--- src/core/vout_fault_pkg.sv ---
package vout_fault_pkg;
    // command codes of the registers held here
    localparam logic [7:0] cmd_high_warning = 8'h42;
    localparam logic [7:0] cmd_low_warning = 8'h43;
    localparam logic [7:0] cmd_low_fault = 8'h44;
    localparam logic [7:0] cmd_fault_reaction = 8'h45;
    // code of the time unit register, held outside this block
    localparam logic [7:0] cmd_time_unit = 8'hC8;
    // fields of the reaction byte
    localparam int resp_hi = 7;
    localparam int resp_lo = 6;
    localparam int retry_hi = 5;
    localparam int retry_lo = 3;
    localparam int delay_hi = 2;
    localparam int delay_lo = 0;
    // response codes
    localparam logic [1:0] resp_ignore = 2'h0;
    localparam logic [1:0] resp_run_then_retry = 2'h1;
    localparam logic [1:0] resp_disable_retry = 2'h2;
    localparam logic [1:0] resp_off_while_fault = 2'h3;
    // retry codes
    localparam logic [2:0] retry_none = 3'h0;
    localparam logic [2:0] retry_forever = 3'h7;
    // values after reset
    localparam logic [15:0] high_warning_reset = 16'hFFFF;
    localparam logic [15:0] low_warning_reset = 16'h0000;
    localparam logic [15:0] low_fault_reset = 16'h0000;
    localparam logic [7:0] fault_reaction_reset = 8'h80;
    localparam logic [23:0] timer_reset = 24'h00_0000;
    localparam logic [2:0] attempts_reset = 3'h0;
    localparam logic [15:0] rdata_reset = 16'h0000;
    // states, gray coded along off, run, delay, disabled, attempt, latched
    typedef enum logic [2:0] {
        st_off = 3'b000,
        st_run = 3'b001,
        st_fault_delay = 3'b011,
        st_disabled = 3'b010,
        st_attempt = 3'b110,
        st_latched = 3'b111,
        st_hold_off = 3'b101
    } fault_state_e;
endpackage : vout_fault_pkg

--- src/core/vout_fault_retry_control.sv ---
`timescale 1ns/1ns
// Notes on behaviour
// - retry codes 1 to 6 give exactly that many restart attempts
// - when all attempts fail the output stays off until cleared
// - starts of consecutive attempts are delay count times time unit apart
// - retry code 7 retries forever until commanded off or another fault
// - delay field n means 2 to the n time units
// - delay is either run time after fault or spacing of attempts
// - the time unit length comes from the register at code 0xC8
// - 16-bit high warning level at code 0x42, unsigned, exponent -11
// - 16-bit low warning level at code 0x43, unsigned, exponent -11
// - 16-bit low fault level at code 0x44, unsigned, exponent -11
// - reaction byte at 0x45, response 00 ignores the fault
// - response 01 runs for the delay, then retries if fault remains
// - response 10 disables at once, then follows the retry field
// - response 11 keeps output off only while the fault lasts
// - retry code 0 makes no attempt, output off until cleared
// - fault clears by status clear, clear command, or off then on; off then on restarts but leaves fault_status set
module vout_fault_retry_control (
    input wire logic clk_sys,
    input wire logic reset,
    input wire logic wr_strobe,
    input wire logic [7:0] wr_code,
    input wire logic [15:0] wr_data,
    input wire logic rd_strobe,
    input wire logic [7:0] rd_code,
    input wire logic [15:0] time_unit_cycles,
    input wire logic [15:0] vout_measured,
    input wire logic control_pin,
    input wire logic operation_on,
    input wire logic other_fault_shutdown,
    input wire logic clear_faults,
    input wire logic clear_fault_status,
    output logic output_enable,
    output logic fault_status,
    output logic warning_status,
    output logic [15:0] rdata,
    output logic rd_valid
);
    // interval length minus one; a zero unit still gives one cycle
    function automatic logic [23:0] interval_m1(input logic [15:0] unit,
                                                input logic [2:0] n);
        logic [23:0] len;
        len = {8'h00, unit} << n;
        interval_m1 = (len == 24'h00_0000) ? 24'h00_0000 : len - 24'h00_0001;
    endfunction : interval_m1
    function automatic logic drives_output(
        input vout_fault_pkg::fault_state_e s);
        drives_output = (s == vout_fault_pkg::st_run) ||
                        (s == vout_fault_pkg::st_fault_delay) ||
                        (s == vout_fault_pkg::st_attempt);
    endfunction : drives_output
    logic [15:0] high_warning_level;
    logic [15:0] low_warning_level;
    logic [15:0] low_fault_level;
    logic [7:0] fault_reaction;
    logic ctrl_meta;
    logic ctrl_sync;
    logic [23:0] timer;
    logic [2:0] attempts;
    vout_fault_pkg::fault_state_e state;
    vout_fault_pkg::fault_state_e next_state;
    logic next_load;
    logic next_first;
    logic next_bump;
    wire [1:0] response = fault_reaction[vout_fault_pkg::resp_hi:
                                         vout_fault_pkg::resp_lo];
    wire [2:0] retries = fault_reaction[vout_fault_pkg::retry_hi:
                                        vout_fault_pkg::retry_lo];
    wire [2:0] delay_code = fault_reaction[vout_fault_pkg::delay_hi:
                                           vout_fault_pkg::delay_lo];
    // delay count as a power of two units
    // unit length from the 0xC8 register
    wire [23:0] interval = interval_m1(time_unit_cycles, delay_code);
    wire run_ok = ctrl_sync && operation_on && !other_fault_shutdown;
    wire uv_fault = vout_measured < low_fault_level;
    wire warn_now = (vout_measured > high_warning_level) ||
                    (vout_measured < low_warning_level);
    wire timer_done = timer == vout_fault_pkg::timer_reset;
    // clear paths; the off then on path runs through st_off
    wire clear_req = clear_faults || clear_fault_status;
    wire give_up = (retries != vout_fault_pkg::retry_forever) &&
                   (attempts == retries);
    wire no_retry = retries == vout_fault_pkg::retry_none;
    wire wr_high = wr_strobe && (wr_code == vout_fault_pkg::cmd_high_warning);
    wire wr_low = wr_strobe && (wr_code == vout_fault_pkg::cmd_low_warning);
    wire wr_fault = wr_strobe && (wr_code == vout_fault_pkg::cmd_low_fault);
    wire wr_react = wr_strobe &&
                    (wr_code == vout_fault_pkg::cmd_fault_reaction);
    wire rd_high = rd_code == vout_fault_pkg::cmd_high_warning;
    wire rd_low = rd_code == vout_fault_pkg::cmd_low_warning;
    wire rd_fault = rd_code == vout_fault_pkg::cmd_low_fault;
    wire rd_react = rd_code == vout_fault_pkg::cmd_fault_reaction;
    wire rd_hit = rd_high || rd_low || rd_fault || rd_react;
    wire [15:0] rd_mux = rd_high ? high_warning_level :
                         rd_low ? low_warning_level :
                         rd_fault ? low_fault_level :
                         rd_react ? {8'h00, fault_reaction} :
                         vout_fault_pkg::rdata_reset;
    always_comb begin
        next_state = state;
        next_load = 1'b0;
        next_first = 1'b0;
        next_bump = 1'b0;
        case (state)
            vout_fault_pkg::st_off: begin
                if (run_ok) begin
                    next_state = vout_fault_pkg::st_run;
                end
            end
            vout_fault_pkg::st_run: begin
                if (uv_fault) begin
                    case (response)
                        vout_fault_pkg::resp_ignore: begin
                            next_state = vout_fault_pkg::st_run;
                        end
                        vout_fault_pkg::resp_run_then_retry: begin
                            next_state = vout_fault_pkg::st_fault_delay;
                            next_load = 1'b1;
                        end
                        vout_fault_pkg::resp_disable_retry: begin
                            next_state = no_retry ?
                                vout_fault_pkg::st_latched :
                                vout_fault_pkg::st_disabled;
                            next_load = 1'b1;
                        end
                        default: begin
                            next_state = vout_fault_pkg::st_hold_off;
                        end
                    endcase
                end
            end
            vout_fault_pkg::st_fault_delay: begin
                if (timer_done) begin
                    next_load = 1'b1;
                    next_state = !uv_fault ? vout_fault_pkg::st_run :
                                 no_retry ? vout_fault_pkg::st_latched :
                                 vout_fault_pkg::st_disabled;
                end
            end
            // delay used as spacing before first attempt
            vout_fault_pkg::st_disabled: begin
                if (timer_done) begin
                    next_state = vout_fault_pkg::st_attempt;
                    next_load = 1'b1;
                    next_first = 1'b1;
                end
            end
            vout_fault_pkg::st_attempt: begin
                if (timer_done) begin
                    if (!uv_fault) begin
                        next_state = vout_fault_pkg::st_run;
                    end else if (give_up) begin
                        next_state = vout_fault_pkg::st_latched;
                    end else begin
                        next_load = 1'b1;
                        next_bump = 1'b1;
                    end
                end
            end
            vout_fault_pkg::st_latched: begin
                if (clear_req) begin
                    next_state = vout_fault_pkg::st_run;
                end
            end
            vout_fault_pkg::st_hold_off: begin
                if (!uv_fault) begin
                    next_state = vout_fault_pkg::st_run;
                end
            end
            default: begin
                next_state = vout_fault_pkg::st_off;
            end
        endcase
        // commanded off or another fault stops everything
        if (!run_ok) begin
            next_state = vout_fault_pkg::st_off;
        end
    end
    always_ff @(posedge clk_sys or posedge reset) begin
        if (reset) begin
            ctrl_meta <= 1'b0;
            ctrl_sync <= 1'b0;
        end else begin
            ctrl_meta <= control_pin;
            ctrl_sync <= ctrl_meta;
        end
    end

    always_ff @(posedge clk_sys or posedge reset) begin
        if (reset) begin
            high_warning_level <= vout_fault_pkg::high_warning_reset;
            low_warning_level <= vout_fault_pkg::low_warning_reset;
            low_fault_level <= vout_fault_pkg::low_fault_reset;
            fault_reaction <= vout_fault_pkg::fault_reaction_reset;
        end else begin
            if (wr_high) high_warning_level <= wr_data;
            if (wr_low) low_warning_level <= wr_data;
            if (wr_fault) low_fault_level <= wr_data;
            if (wr_react) fault_reaction <= wr_data[7:0];
        end
    end

    always_ff @(posedge clk_sys or posedge reset) begin
        if (reset) begin
            rdata <= vout_fault_pkg::rdata_reset;
            rd_valid <= 1'b0;
        end else begin
            rdata <= rd_strobe ? rd_mux : rdata;
            rd_valid <= rd_strobe && rd_hit;
        end
    end

    always_ff @(posedge clk_sys or posedge reset) begin
        if (reset) begin
            state <= vout_fault_pkg::st_off;
            timer <= vout_fault_pkg::timer_reset;
            attempts <= vout_fault_pkg::attempts_reset;
            output_enable <= 1'b0;
        end else begin
            state <= next_state;
            timer <= next_load ? interval :
                     timer_done ? timer : timer - 24'h00_0001;
            attempts <= next_first ? 3'h1 :
                        (next_bump && !(&attempts)) ? attempts + 3'h1 :
                        attempts;
            output_enable <= drives_output(next_state);
        end
    end

    // sticky fault flag: a new fault wins over a clear in the same cycle
    always_ff @(posedge clk_sys or posedge reset) begin
        if (reset) begin
            fault_status <= 1'b0;
            warning_status <= 1'b0;
        end else begin
            fault_status <= uv_fault || (fault_status && !clear_req);
            warning_status <= warn_now;
        end
    end

    chk_ignore_keeps_on: assert property (
        @(posedge clk_sys) disable iff (reset) state == vout_fault_pkg::st_run
        && uv_fault && run_ok && response == vout_fault_pkg::resp_ignore
        |=> output_enable) else $error("ignored fault turned output off");
    chk_disable_now: assert property (
        @(posedge clk_sys) disable iff (reset) state == vout_fault_pkg::st_run
        && uv_fault && response == vout_fault_pkg::resp_disable_retry
        |=> !output_enable) else $error("output not disabled on fault");
    chk_hold_reenable: assert property (
        @(posedge clk_sys) disable iff (reset) !uv_fault && run_ok &&
        state == vout_fault_pkg::st_hold_off |=> output_enable &&
        state == vout_fault_pkg::st_run) else $error("output not restored");
    chk_latched_holds: assert property (
        @(posedge clk_sys) disable iff (reset) !clear_req && run_ok &&
        state == vout_fault_pkg::st_latched |=> !output_enable &&
        state == vout_fault_pkg::st_latched) else $error("latched state left");
    chk_retry_limit: assert property (
        @(posedge clk_sys) disable iff (reset) timer_done && uv_fault &&
        state == vout_fault_pkg::st_attempt && run_ok && attempts == retries
        && retries != vout_fault_pkg::retry_forever |=>
        state == vout_fault_pkg::st_latched) else $error("retry limit lost");
    chk_retry_forever: assert property (
        @(posedge clk_sys) disable iff (reset) timer_done && uv_fault &&
        state == vout_fault_pkg::st_attempt && run_ok &&
        retries == vout_fault_pkg::retry_forever |=> timer == $past(interval)
        && state == vout_fault_pkg::st_attempt) else $error("retry stopped");
    chk_spacing_load: assert property (
        @(posedge clk_sys) disable iff (reset) state == vout_fault_pkg::st_run
        && uv_fault && run_ok && !no_retry && response ==
        vout_fault_pkg::resp_disable_retry |=> timer == $past(interval) &&
        state == vout_fault_pkg::st_disabled) else $error("spacing wrong");
    chk_clear_exits: assert property (
        @(posedge clk_sys) disable iff (reset) clear_req && run_ok &&
        state == vout_fault_pkg::st_latched |=> output_enable)
        else $error("clear did not restart output");
    chk_warn_flag: assert property (
        @(posedge clk_sys) disable iff (reset) vout_measured >
        high_warning_level |=> warning_status)
        else $error("high warning not flagged");
    chk_fault_level: assert property (
        @(posedge clk_sys) disable iff (reset) wr_fault |=>
        low_fault_level == $past(wr_data)) else $error("fault level lost");
endmodule : vout_fault_retry_control

--- config.mk ---
export PLATFORM = sky130hd
export DESIGN_NAME = vout_fault_retry_control
export DESIGN_NICKNAME = d
export VERILOG_FILES = /design/src/core/vout_fault_pkg.sv /design/src/core/vout_fault_retry_control.sv
export SDC_FILE = /design/constraint.sdc
export NUM_CORES = 1
export LEC_CHECK = 0
export BUFFER_PORTS_ARGS = -buffer_cell sky130_fd_sc_hd__buf_4
export CAP_MARGIN = 10
export CORE_MARGIN = 3
export CORE_UTILIZATION = 55
export CTS_CLUSTER_SIZE = 8
export DETAILED_ROUTE_END_ITERATION = 10
export HOLD_SLACK_MARGIN = 0.06
export PLACE_DENSITY = 0.76
export RECOVER_POWER = 100
export SYNTH_ARGS = -nofsm -noshare
export SYNTH_HDL_FRONTEND = slang
export SYNTH_SLANG_ARGS = --single-unit
--- constraint.sdc ---
create_clock -name clk_sys -period 4.1 [get_ports clk_sys]
set_input_delay 0.41 -clock clk_sys [delete_from_list [all_inputs] [get_ports clk_sys]]
set_output_delay 0.41 -clock clk_sys [all_outputs]
set_load 0.02 [all_outputs]
## Word-level counts from Yosys, hierarchy flattened

Index checks and enable logic that the tools add are counted.

| storage, ports and cells | value |
|---|---|
| register bits after elaboration | 108 |
| input bits | 73 |
| output and inout bits | 20 |
| logic and storage cells | 104 |

| cells by class | value |
|---|---|
| add/sub/neg operators | 3 |
| order comparisons | 3 |
| equality and inequality tests | 22 |
| shift-type cells | 1 |
| mux-type cells | 31 |
| reductions and logical operators | 30 |

Operators with widths:

| operator | number |
|---|---|
| two-way mux 24 bit | 3 |
| equality test 8 x 7 -> 1 bit (second input constant) | 8 |
| logical NOT 24 bit | 2 |
| two-way mux 16 bit | 3 |
| subtractor 24 x 1 -> 24 bit (second input constant) | 2 |
| two-way mux 3 bit | 13 |
| less-than comparator 16 bit | 2 |
| << shifter 16 x 3 -> 24 bit | 1 |
| case mux 3 bit (7 select lines) | 1 |
| greater-than comparator 16 bit | 1 |
| equality test 3 bit (second input constant) | 4 |
| logical AND 1 bit | 10 |
| equality test 3 x 2 -> 1 bit (second input constant) | 3 |
| case mux 3 bit (3 select lines) | 1 |
| logical OR 1 bit | 8 |
| two-way mux 1 bit | 8 |
| two-way mux 8 bit | 1 |
| equality test 3 x 1 -> 1 bit (second input constant) | 2 |
| logical NOT 3 bit | 2 |
| OR reduction 2 bit | 2 |
| adder 3 x 1 -> 3 bit (second input constant) | 1 |
| equality test 3 bit | 1 |
| logical NOT 1 bit | 3 |
| != test 3 bit (second input constant) | 1 |
| 7 further kinds | 7 |

## Depth between registers and ports, before layout

Gate-level depths: netlist (run 1).

| depth | value |
|---|---|
| word-level depth | 10 |
| depth in mapped cells | 16 |
| gate-level depth less buffers | 10 |

## Worst setup path after synthesis (run 1)

No wires, ideal clock.

| path | value |
|---|---|
| path type | flip-flop to flip-flop |
| from | register fault_reaction[1] |
| to | register timer[12] |
| library setup time | 0.146 ns |
| data arrival time | 3.090 ns |
| required time | 3.954 ns |
| setup slack | 0.865 ns |
| cell stages (with the launch flop) | 17 |
| path buffers | 8 |
| period minus slack after synthesis | 3.235 ns |
| cells stage by stage | dfrtp_1 buf_6 buf_6 buf_2 buf_2 buf_1 nor2_1 nand2_1 ha_1 o211ai_2 or3_1 buf_6 nor3_4 or2_1 buf_6 buf_12 o22ai_2 |

| between the ends | value |
|---|---|
| longest elaborated chain between the ends | 4 |
| elaborated cells between the ends (all ways) | 5 |
| classes of those cells | 1 x add/sub; 1 x shift; 2 x mux; 1 x reduce/logical |

Ends and longest elaborated chain:

| what | line | source |
|---|---|---|
| start: declaration | vout_fault_retry_control.sv:56 | `logic [7:0] fault_reaction;` |
| start signal: assignment | vout_fault_retry_control.sv:195 | `fault_reaction <= vout_fault_pkg::fault_reaction_reset;` |
| start signal: assignment | vout_fault_retry_control.sv:200 | `if (wr_react) fault_reaction <= wr_data[7:0];` |
| << shifter 16 x 3 -> 24 bit * | vout_fault_retry_control.sv:44 | `len = {8'h00, unit} << n;` |
| subtractor 24 x 1 -> 24 bit / logical NOT 24 bit (equally long branches) | vout_fault_retry_control.sv:45 | `interval_m1 = (len == 24'h00_0000) ? 24'h00_0000 : len - 24'h00_0001;` |
| two-way mux 24 bit * | vout_fault_retry_control.sv:45 |  |
| two-way mux 24 bit * | vout_fault_retry_control.sv:222 | `timer <= next_load ? interval :` |
| end signal: assignment | vout_fault_retry_control.sv:217 | `timer <= vout_fault_pkg::timer_reset;` |
| end signal: assignment | vout_fault_retry_control.sv:222 |  |
| end: declaration | vout_fault_retry_control.sv:59 | `logic [23:0] timer;` |

Mark *: on every way between the ends. The rest lies on a longest branch, timed or not.
A chain may end at the register's enable or synchronous reset.

## Worst setup path in the final report (run 1)

| path | value |
|---|---|
| from | register fault_reaction[1] |
| to | register timer[17] |

Same word-level chain as after synthesis.

==> results of run 1 <==
[flip-flops by register name, summed over array words and instances (netlist names)]
signal	count
timer	24
high_warning_level	16
low_fault_level	16
low_warning_level	16
rdata	16
fault_reaction	8
attempts	3
state	3
ctrl_meta	1
ctrl_sync	1
fault_status	1
output_enable	1
rd_valid	1
warning_status	1
[synthesized netlist by cell type (all sizes together), types with 8 or more instances]
cell type / count / area [sq um]
dfstp: 17 / 447
a222oi: 8 / 80.1
a21oi: 46 / 230
buf: 15 / 109
o21ai: 67 / 335
a221oi: 9 / 78.8
a21o: 16 / 120
nor3: 11 / 66.3
a31oi: 9 / 56.3
inv: 58 / 218
o22ai: 16 / 170
xnor2: 29 / 254
nand2: 81 / 304
nand3: 19 / 95.1
nand4: 13 / 81.3
xor2: 14 / 123
mux2i: 40 / 404
clkbuf: 36 / 135
mux2: 38 / 428
nor4: 10 / 62.6
nor2: 62 / 233
ha: 54 / 676
dfrtp: 91 / 2280
[logic make-up (layout without fill, tap and decap cells)]
| group | count (synthesis) | in the layout | synth area share [%] |
|---|---|---|---|
| simple gates | 252 | 252 | 15.7 |
| compound gates | 213 | 213 | 18.2 |
| buf+inv | 111 | 184 | 5.94 |
| flops | 108 | 108 | 34.5 |
| mux | 84 | 84 | 12.3 |
| fa+ha+maj | 54 | 54 | 8.56 |
| xor+xnor | 43 | 43 | 4.77 |
[power by group through the flow]
stage / clock [W] / combinational (W) / sequential, W
finish: 0.000950 / 0.000753 / 0.00133
detailed placement: 0 / 0.000778 / 0.00135
floorplan: 0 / 0.000552 / 0.00133
global placement: 0 / 0.000763 / 0.00134
global route: 0.000999 / 0.000846 / 0.00135
CTS: 0.000960 / 0.000788 / 0.00133
[metal layers]
metal / vias up / wire [microns]
li1: 3260 / -
met5: - / 0
met1: 3225 / 8440
met2: 193 / 10000
met4: 0 / 371
met3: 29 / 963
[worst register-to-register path: cells and delay by family, from the launching register on]
| kind | cells | cell delay (ps) |
|---|---|---|
| AOI/OAI and AO/OA | 3 | 840 |
| and+or+nand+nor | 3 | 1370 |
| DFF | 1 | 690 |
| muxes | 2 | 560 |
[per-stage QoR]
stage,std cells,worst slack [ps]
floorplan,865,865
global placement,1102,222
detailed placement,1102,88.4
CTS,1118,79.4
global route,1118,158
finish,1118,501
[what timing repair did]
item                                    CTS  global route
endpoints found under the setup margin    0            14
hold endpoints to repair                  0             0
buffers inserted                          0             0
gates resized for setup                   0             2
[cells in the final DEF (no fill, tap or decap), types with 7 or more instances in the layout]
cell type / count
nand2_1: 81
o211ai_1: 7
dfrtp_1: 90
a21oi_1: 46
mux2_2: 37
xnor2_1: 29
a31oi_1: 9
a221oi_1: 9
clkbuf_16: 9
nand4_1: 13
a21o_1: 16
nand3_1: 19
a222oi_1: 8
o22ai_1: 13
ha_1: 54
inv_1: 56
nor3_1: 10
nor4_1: 10
buf_4: 80
mux2i_1: 39
o31ai_1: 7
o21ai_0: 66
dfstp_2: 17
nor2_1: 62
xor2_1: 14
clkbuf_1: 25
nand2b_1: 7
[worst max path at each step]
stage / slack, ps / end / start
finish: 500 / timer[17] / fault_reaction[1]
global route: 160 / timer[17] / fault_reaction[1]
CTS: 80 / timer[16] / fault_reaction[1]
detailed placement: 90 / timer[10] / fault_reaction[1]
global placement: 220 / timer[16] / fault_reaction[1]
floorplan: 860 / timer[12] / fault_reaction[1]
[cell type report]
type,instances,share of cell area [%]
inverter,60,2.55
clock buffer,11,2.62
multi-input combinational,646,52.5
clock inverter,5,0.959
sequential,108,30.7
tap,180,2.54
timing repair buffer,108,8.13
==> summary.md, run 1 <==
| Metric | Value |
|---|---|
| Diode count | 0 |
| Minimum clock period | 3600 ps |
| Mapped Nets | 992 |
| GR Util met3 | under 10% |
| Critical Path AT | ~3800 ps |
| Part of the cycle the worst path needs | 87.8% |
| Clock Skew | 8.02 ps |
| Clk pwr share | 31.3% |
| Die H | approximately 130 microns |
| Worst path max stage delay | 690 ps |
| Finished Cell Area | 8880 sq um |
| Peak VDD IR | 0.000220 V |
| Gp weighted congestion | 0.922 |
| Critical path depth | 8 |
| Worst-case clock buffer depth | 2 |
| Status | complete, but fails checks |
| Hold_buf cts | 0 |
| Largest net degree at the start of global routing | 60 |
| Top-Level Pins | 93 |
| Yosys cell types | 74 |
| Bufs and invs on worst path | 0 |
| Min-Delay Path Class | primary input to flip-flop |
| Final TNS setup | 0 ps |
| Total GRT Usage | roughly 25% |
| Syn Area/Cell | between 9 and 10 sq um |
| Worst-case reg-to-reg path depth | 8 |
| Hold path start | control_pin |
| Hold path cells | 1 |
| Crit-path cells | mux2i_1 > mux2i_1 > a2111oi_2 > o211ai_1 > or3_1 > nor3_4 > or2_2 > o22ai_1 |
| Post-detailed-placement cell area | between 8000 and 9000 sq um |
| Share of layout cells above drive strength 1 | 19.0% |
| Multi-input gate area | ~4700 sq um |
| Worst-Margin Slew | about 2500 ps |
| Leakage | about 4 nW |
| H-tree depth | 3 |
| DRT iter0 DRCs | around 420 |
| Grt peak-use layer | met2 |
| Hold_ws | 178 ps |
| Vias | 6707 |
| Cell family with most CP delay | simple AND/OR/NAND/NOR gates |
| Type of the worst setup path | flip-flop to flip-flop |
| Synth Warn # | 0 |
| Total Power | 0.00303 W |
| Met2 GRT Util | 42.9% |
| Max cap viols | 1 |
| Slew headroom | -69.5% |
| Antenna Nets Post-Route | 0 |
| Row count | 43 |
| Syn Std Cell Area | 7890 sq um |
| # port buffers | 92 |
| Total wire length | ~20 mm |
| Via density | 6.00 |
| Slew Viols, Final | 60 |
| Psw | 0.000933 W |
| Layout Nets | between 1k and 1.5k |
| Slowest-stage cell, CP | dfrtp_4 |
| CP Launch Type | flip-flop |
| CP endpoint kind | flip-flop |
| Top_reg_cell synth | dfrtp_1 |
| DRC | 0 |
| Post-synth EDFFs | 0 |
| Die width | approximately 130 microns |
| Sequential share of the synthesized area | between 30% and 40% |
| Drt wl/cell | 17.7 microns |
| Area Overhead vs Synth | 12.5% |
| Comb pwr share | 24.8% |
| Fmax | 278 MHz |
| Syn Inst Count | 865 |
| First-pass GRT wire length | around 33 mm |
| Fillers | 1195 |
| Pint | between 0.002 and 0.0025 W |
| RSZ-0062 raised after global routing | false |
| Vias in the first global route | ~6.7k |
| CTS clk-pin slew, worst paths | about 70 ps |
| Switching part of the total | 30.8% |
| FF/Latch Area | between 2000 and 3000 sq um |
| GRT overflow | 0 |
| Seq pwr share | 43.8% |
| Final Setup Violations | 0 |
| Routing usage on met1 | 33.4% |
| CTS sink count | 108 |
| R2R Path End | timer[17] |
| CTS tree | done |
| Die area | ~16000 sq um |
| Ratio of total power to cell area | 342 nW/um^2 |
| Hold Path Sink | ctrl_meta |
| Worst r2r src | fault_reaction[1] |
| Critical path peak fanout | 31 |
| Antenna violations before repair | 0 |
| Flops & latches, synth | 108 |
| Core area | 13900 sq um |
| Finished Core Util | 63.7% |
| Post-synth ARST share | 100% |
| Reg2reg setup slack | 500 ps |
| TritonCTS buffer count | 9 |
| Router iterations before antenna repair | 6 |
| Hold Vio Cnt, Final | 0 |
| Post-DP HPWL | 14.6 mm |
| Critical Path Most Common Cell | mux2i_1 |
| Initial Util | between 50% and 60% |
| Root Buffer | clkbuf_16 |
| Insertion delay to the later sink of the worst-skew pair | 360 ps |
| CP required | 4310 ps |
| Failing checks | capacitance limit, slew limit |
(Power assumes the default switching activity.)
==> inputs of run 2 (changes only) <==
- ABC_AREA: not set -> 1
==> summary.md, run 2 <==
| Metric | Value |
|---|---|
| Status | complete, but fails checks (unchanged) |
| Failing checks | capacitance limit, slew limit (unchanged) |
| Via density | 5.34 (was 6.00) |
| Antenna Nets Post-Route | 0 (unchanged) |
| CTS clk-pin slew, worst paths | 80 ps (was 70 ps) |
| Critical path peak fanout | 21 (was 31) |
| Peak VDD IR | 0.000217 V (was 0.000220 V) |
| GRT overflow | 0 (unchanged) |
| Area leader, netlist | dfrtp_1 (unchanged) |
| CTS sink count | 108 (unchanged) |
| Total GRT Usage | 25.5% (was 25.2%) |
| Most frequent cells in the layout | 323 x nand2_1, 136 x inv_1, 96 x nor2_1, 96 x o21ai_0, 94 x nand3_1 (was 90 x dfrtp_1, 81 x nand2_1, 80 x buf_4) |
| Main area contributors after synthesis | dfrtp_1 27%, nand2_1 15%, ha_1 8.2%, inv_1 6.2%, o21ai_0 5.8% (was dfrtp_1 29%, ha_1 8.6%, dfstp_2 5.7%, mux2_2 5.4%, mux2i_1 4.9%) |
| Antenna violations before repair | 1 (was 0) |
| # port buffers | 92 (unchanged) |
| Multi-input gate area | 4710 sq um (was 4660 sq um) |
| Count leader, synth | nand2_1 (was dfrtp_1) |
| Max reg flops | 24 (unchanged) |
| Flops & latches, synth | 108 (unchanged) |
| H-tree depth | 3 (unchanged) |
| Root Buffer | clkbuf_16 (unchanged) |
| CP required | 4370 ps (was 4310 ps) |
| Area Overhead vs Synth | 11.0% (was 12.5%) |
| Minimum clock period | 3250 ps (was 3600 ps) |
| RSZ-0062 raised after global routing | false (unchanged) |
| Top_reg_cell synth | dfrtp_1 (unchanged) |
| Min-Delay Path Class | primary input to flip-flop (unchanged) |
| DRT iter0 DRCs | 535 (was 418) |
| Share of layout cells above drive strength 1 | 15.4% (was 19.0%) |
| Mapped Nets | 1287 (was 992) |
| Clk pwr share | 32.2% (was 31.3%) |
| CTS tree | done (unchanged) |
| Critical Path AT | 3520 ps (was 3810 ps) |
| Row count | 44 (was 43) |
| Comb pwr share | 23.6% (was 24.8%) |
| Total wire length | 20.5 mm (was 19.8 mm) |
| Leakage | 4.53 nW (was 3.98 nW) |
| Synth cell count leaders | 322 x nand2_1, 137 x inv_1, 96 x o21ai_0 (was 91 x dfrtp_1, 81 x nand2_1, 66 x o21ai_0) |
| Syn Inst Count | 1160 (was 865) |
| CP endpoint kind | flip-flop (unchanged) |
| Hold path cells | 1 (unchanged) |
| Syn Area/Cell | 7.14 sq um (was 9.12 sq um) |
| Clock Skew | 14.1 ps (was 8.02 ps) |
| Yosys cell types | 47 (was 74) |
| Switching part of the total | 33.3% (was 30.8%) |
| Commonest non-fill, non-tap cell in the layout | nand2_1 (was dfrtp_1) |
| Fmax | 308 MHz (was 278 MHz) |
| Slew headroom | -23.9% (was -69.5%) |
| Psw | 0.000930 W (was 0.000933 W) |
| Reg with most FFs | timer (unchanged) |
| Initial Util | 56.6% (about the same) |
| DRC | 0 (unchanged) |
| Worst-case clock buffer depth | 2 (unchanged) |
| Sequential share of the synthesized area | 32.9% (was 34.5%) |
| Hold_ws | 183 ps (was 178 ps) |
| Die width | 129 microns (was 126 microns) |
| Fillers | 1381 (was 1195) |
| Ratio of total power to cell area | 303 nW/um^2 (was 342 nW/um^2) |
| Gp weighted congestion | 0.911 (was 0.922) |
| Vias in the first global route | 6829 (was 6696) |
| Worst-Margin Slew | 1860 ps (was 2530 ps) |
| TritonCTS buffer count | 9 (unchanged) |
| Postcts setup bufs | 0 (unchanged) |
| Drt wl/cell | 14.4 microns (was 17.7 microns) |
| Final TNS setup | 0 ps (unchanged) |
| Post-synth EDFFs | 0 (unchanged) |
| Pint | 0.00186 W (was 0.00210 W) |
| First-pass GRT wire length | 34.3 mm (was 32.9 mm) |
| Core area | 14600 sq um (was 13900 sq um) |
| Die area | 16600 sq um (was 15800 sq um) |
| Synth Warn # | 0 (unchanged) |
| Seq pwr share | 44.3% (was 43.8%) |
| Largest net degree at the start of global routing | 51 (was 60) |
| Layout Nets | 1366 (was 1060) |
| Final Setup Violations | 0 (unchanged) |
| Slew Viols, Final | 36 (was 60) |
| Insertion delay to the later sink of the worst-skew pair | 360 ps (about the same) |
| Post-DP HPWL | 16.2 mm (was 14.6 mm) |
| Die H | 129 microns (was 126 microns) |
| Router iterations before antenna repair | 8 (was 6) |
| Max cap viols | 1 (unchanged) |
| Syn Std Cell Area | 8290 sq um (was 7890 sq um) |
| FF/Latch Area | 2720 sq um (was 2730 sq um) |
| Worst-case reg-to-reg path depth | 12 (was 8) |
| CP Launch Type | flip-flop (unchanged) |
| Part of the cycle the worst path needs | 79.2% (was 87.8%) |
| Top-Level Pins | 93 (unchanged) |
| Hold Vio Cnt, Final | 0 (unchanged) |
| Area share of the largest cell type after synthesis | 27.5% (was 28.9%) |
| Diode count | 0 (unchanged) |
| Vias | 7619 (was 6707) |
| Post-synth ARST share | 100% (unchanged) |
| Type of the worst setup path | flip-flop to flip-flop (unchanged) |
==> run 2: cell types whose count changed in the layout (fill, tap and decap cells not counted), moves of 10 or more <==
cell     change
mux2_2      -37
inv_1       +80
xnor2_1     -20
nand3_1     +75
nand3_2     +10
nand2_1    +242
mux2i_1     -39
nand2_2     +28
a21o_1      -15
o21ai_0     +30
nor2_1      +34
nand2_4     +14
==> run 2: power by group through the flow <==
| stage | logic (W) | registers, W | clock network, W |
|---|---|---|---|
| 5_1_grt | 0.000753 | 0.00125 | 0.000961 |
| 3_3_place_gp | 0.000681 | 0.00125 | 0 |
| 4_1_cts | 0.000696 | 0.00123 | 0.000912 |
| 2_1_floorplan | 0.000512 | 0.00123 | 0 |
| 3_5_place_dp | 0.000689 | 0.00125 | 0 |
| 6_report | 0.000657 | 0.00124 | 0.000897 |
==> run 2: area by class of cell <==
cell class	instances	area share, %
Clock buffer	10	2.60
Clock inverter	6	0.789
Inverter	147	6.04
Multi-Input combinational cell	871	51.2
Sequential cell	108	29.6
Tap cell	184	2.50
Timing Repair Buffer	102	7.30
==> run 2: stage by stage <==
step	utilization [%]	setup slack (ps)	cells	power [W]	instance area, sq um
final	62.8	852	1428	0.00279	9200
after floorplan	-	873	1160	0.00174	8290
after detailed placement	61.9	1260	1411	0.00194	9070
after global placement	61.9	1310	1411	0.00193	9070
after global routing	62.8	522	1428	0.00296	9200
after CTS	64.1	1280	1428	0.00284	9390
==> run 2: what timing repair did <==
item | in CTS | in global routing
hold buffers | 1 | 0
endpoints found under the hold margin | 21 | 0
endpoints found under the setup margin | 0 | 0
resized for setup | 0 | 0
==> run 2: final timing paths <==
check | endpoint | startpoint | slack, ps
worst max-delay path | timer[8] | timer[0] | 850
worst min-delay path | ctrl_meta | control_pin | 180
worst max register to register | timer[8] | timer[0] | 850
worst min register to register | ctrl_sync | ctrl_meta | 380
max in group asynchronous | low_fault_level[0] | reset | 1110
min in group asynchronous | ctrl_meta | reset | 790
==> run 2: cell families after synthesis <==
group / share of synthesized area, %
simple gates: 35.0
compound gates: 12.3
fa+ha+maj: 8.15
buf+inv: 9.24
flops: 32.9
xor+xnor: 2.43
==> run 2: worst max-delay path, cell delays in order (launching register included) <==
cell,delay [ps]
dfrtp_1,370
inv_1,110
ha_1,200
nand3_1,250
nor2_8,230
nand3_1,120
nor2_1,550
o21ai_0,360
nand3_4,300
inv_2,190
nand2_1,140
inv_2,150
a21oi_1,190
==> run 2: layer usage <==
metal	part of all wire, %	vias to the layer above	track usage [%]
met5	0.063	-	0
met4	0.71	2	3.64
met3	6.8	13	4.52
met2	42	221	35.6
met1	51	3468	41.8
li1	-	3915	-
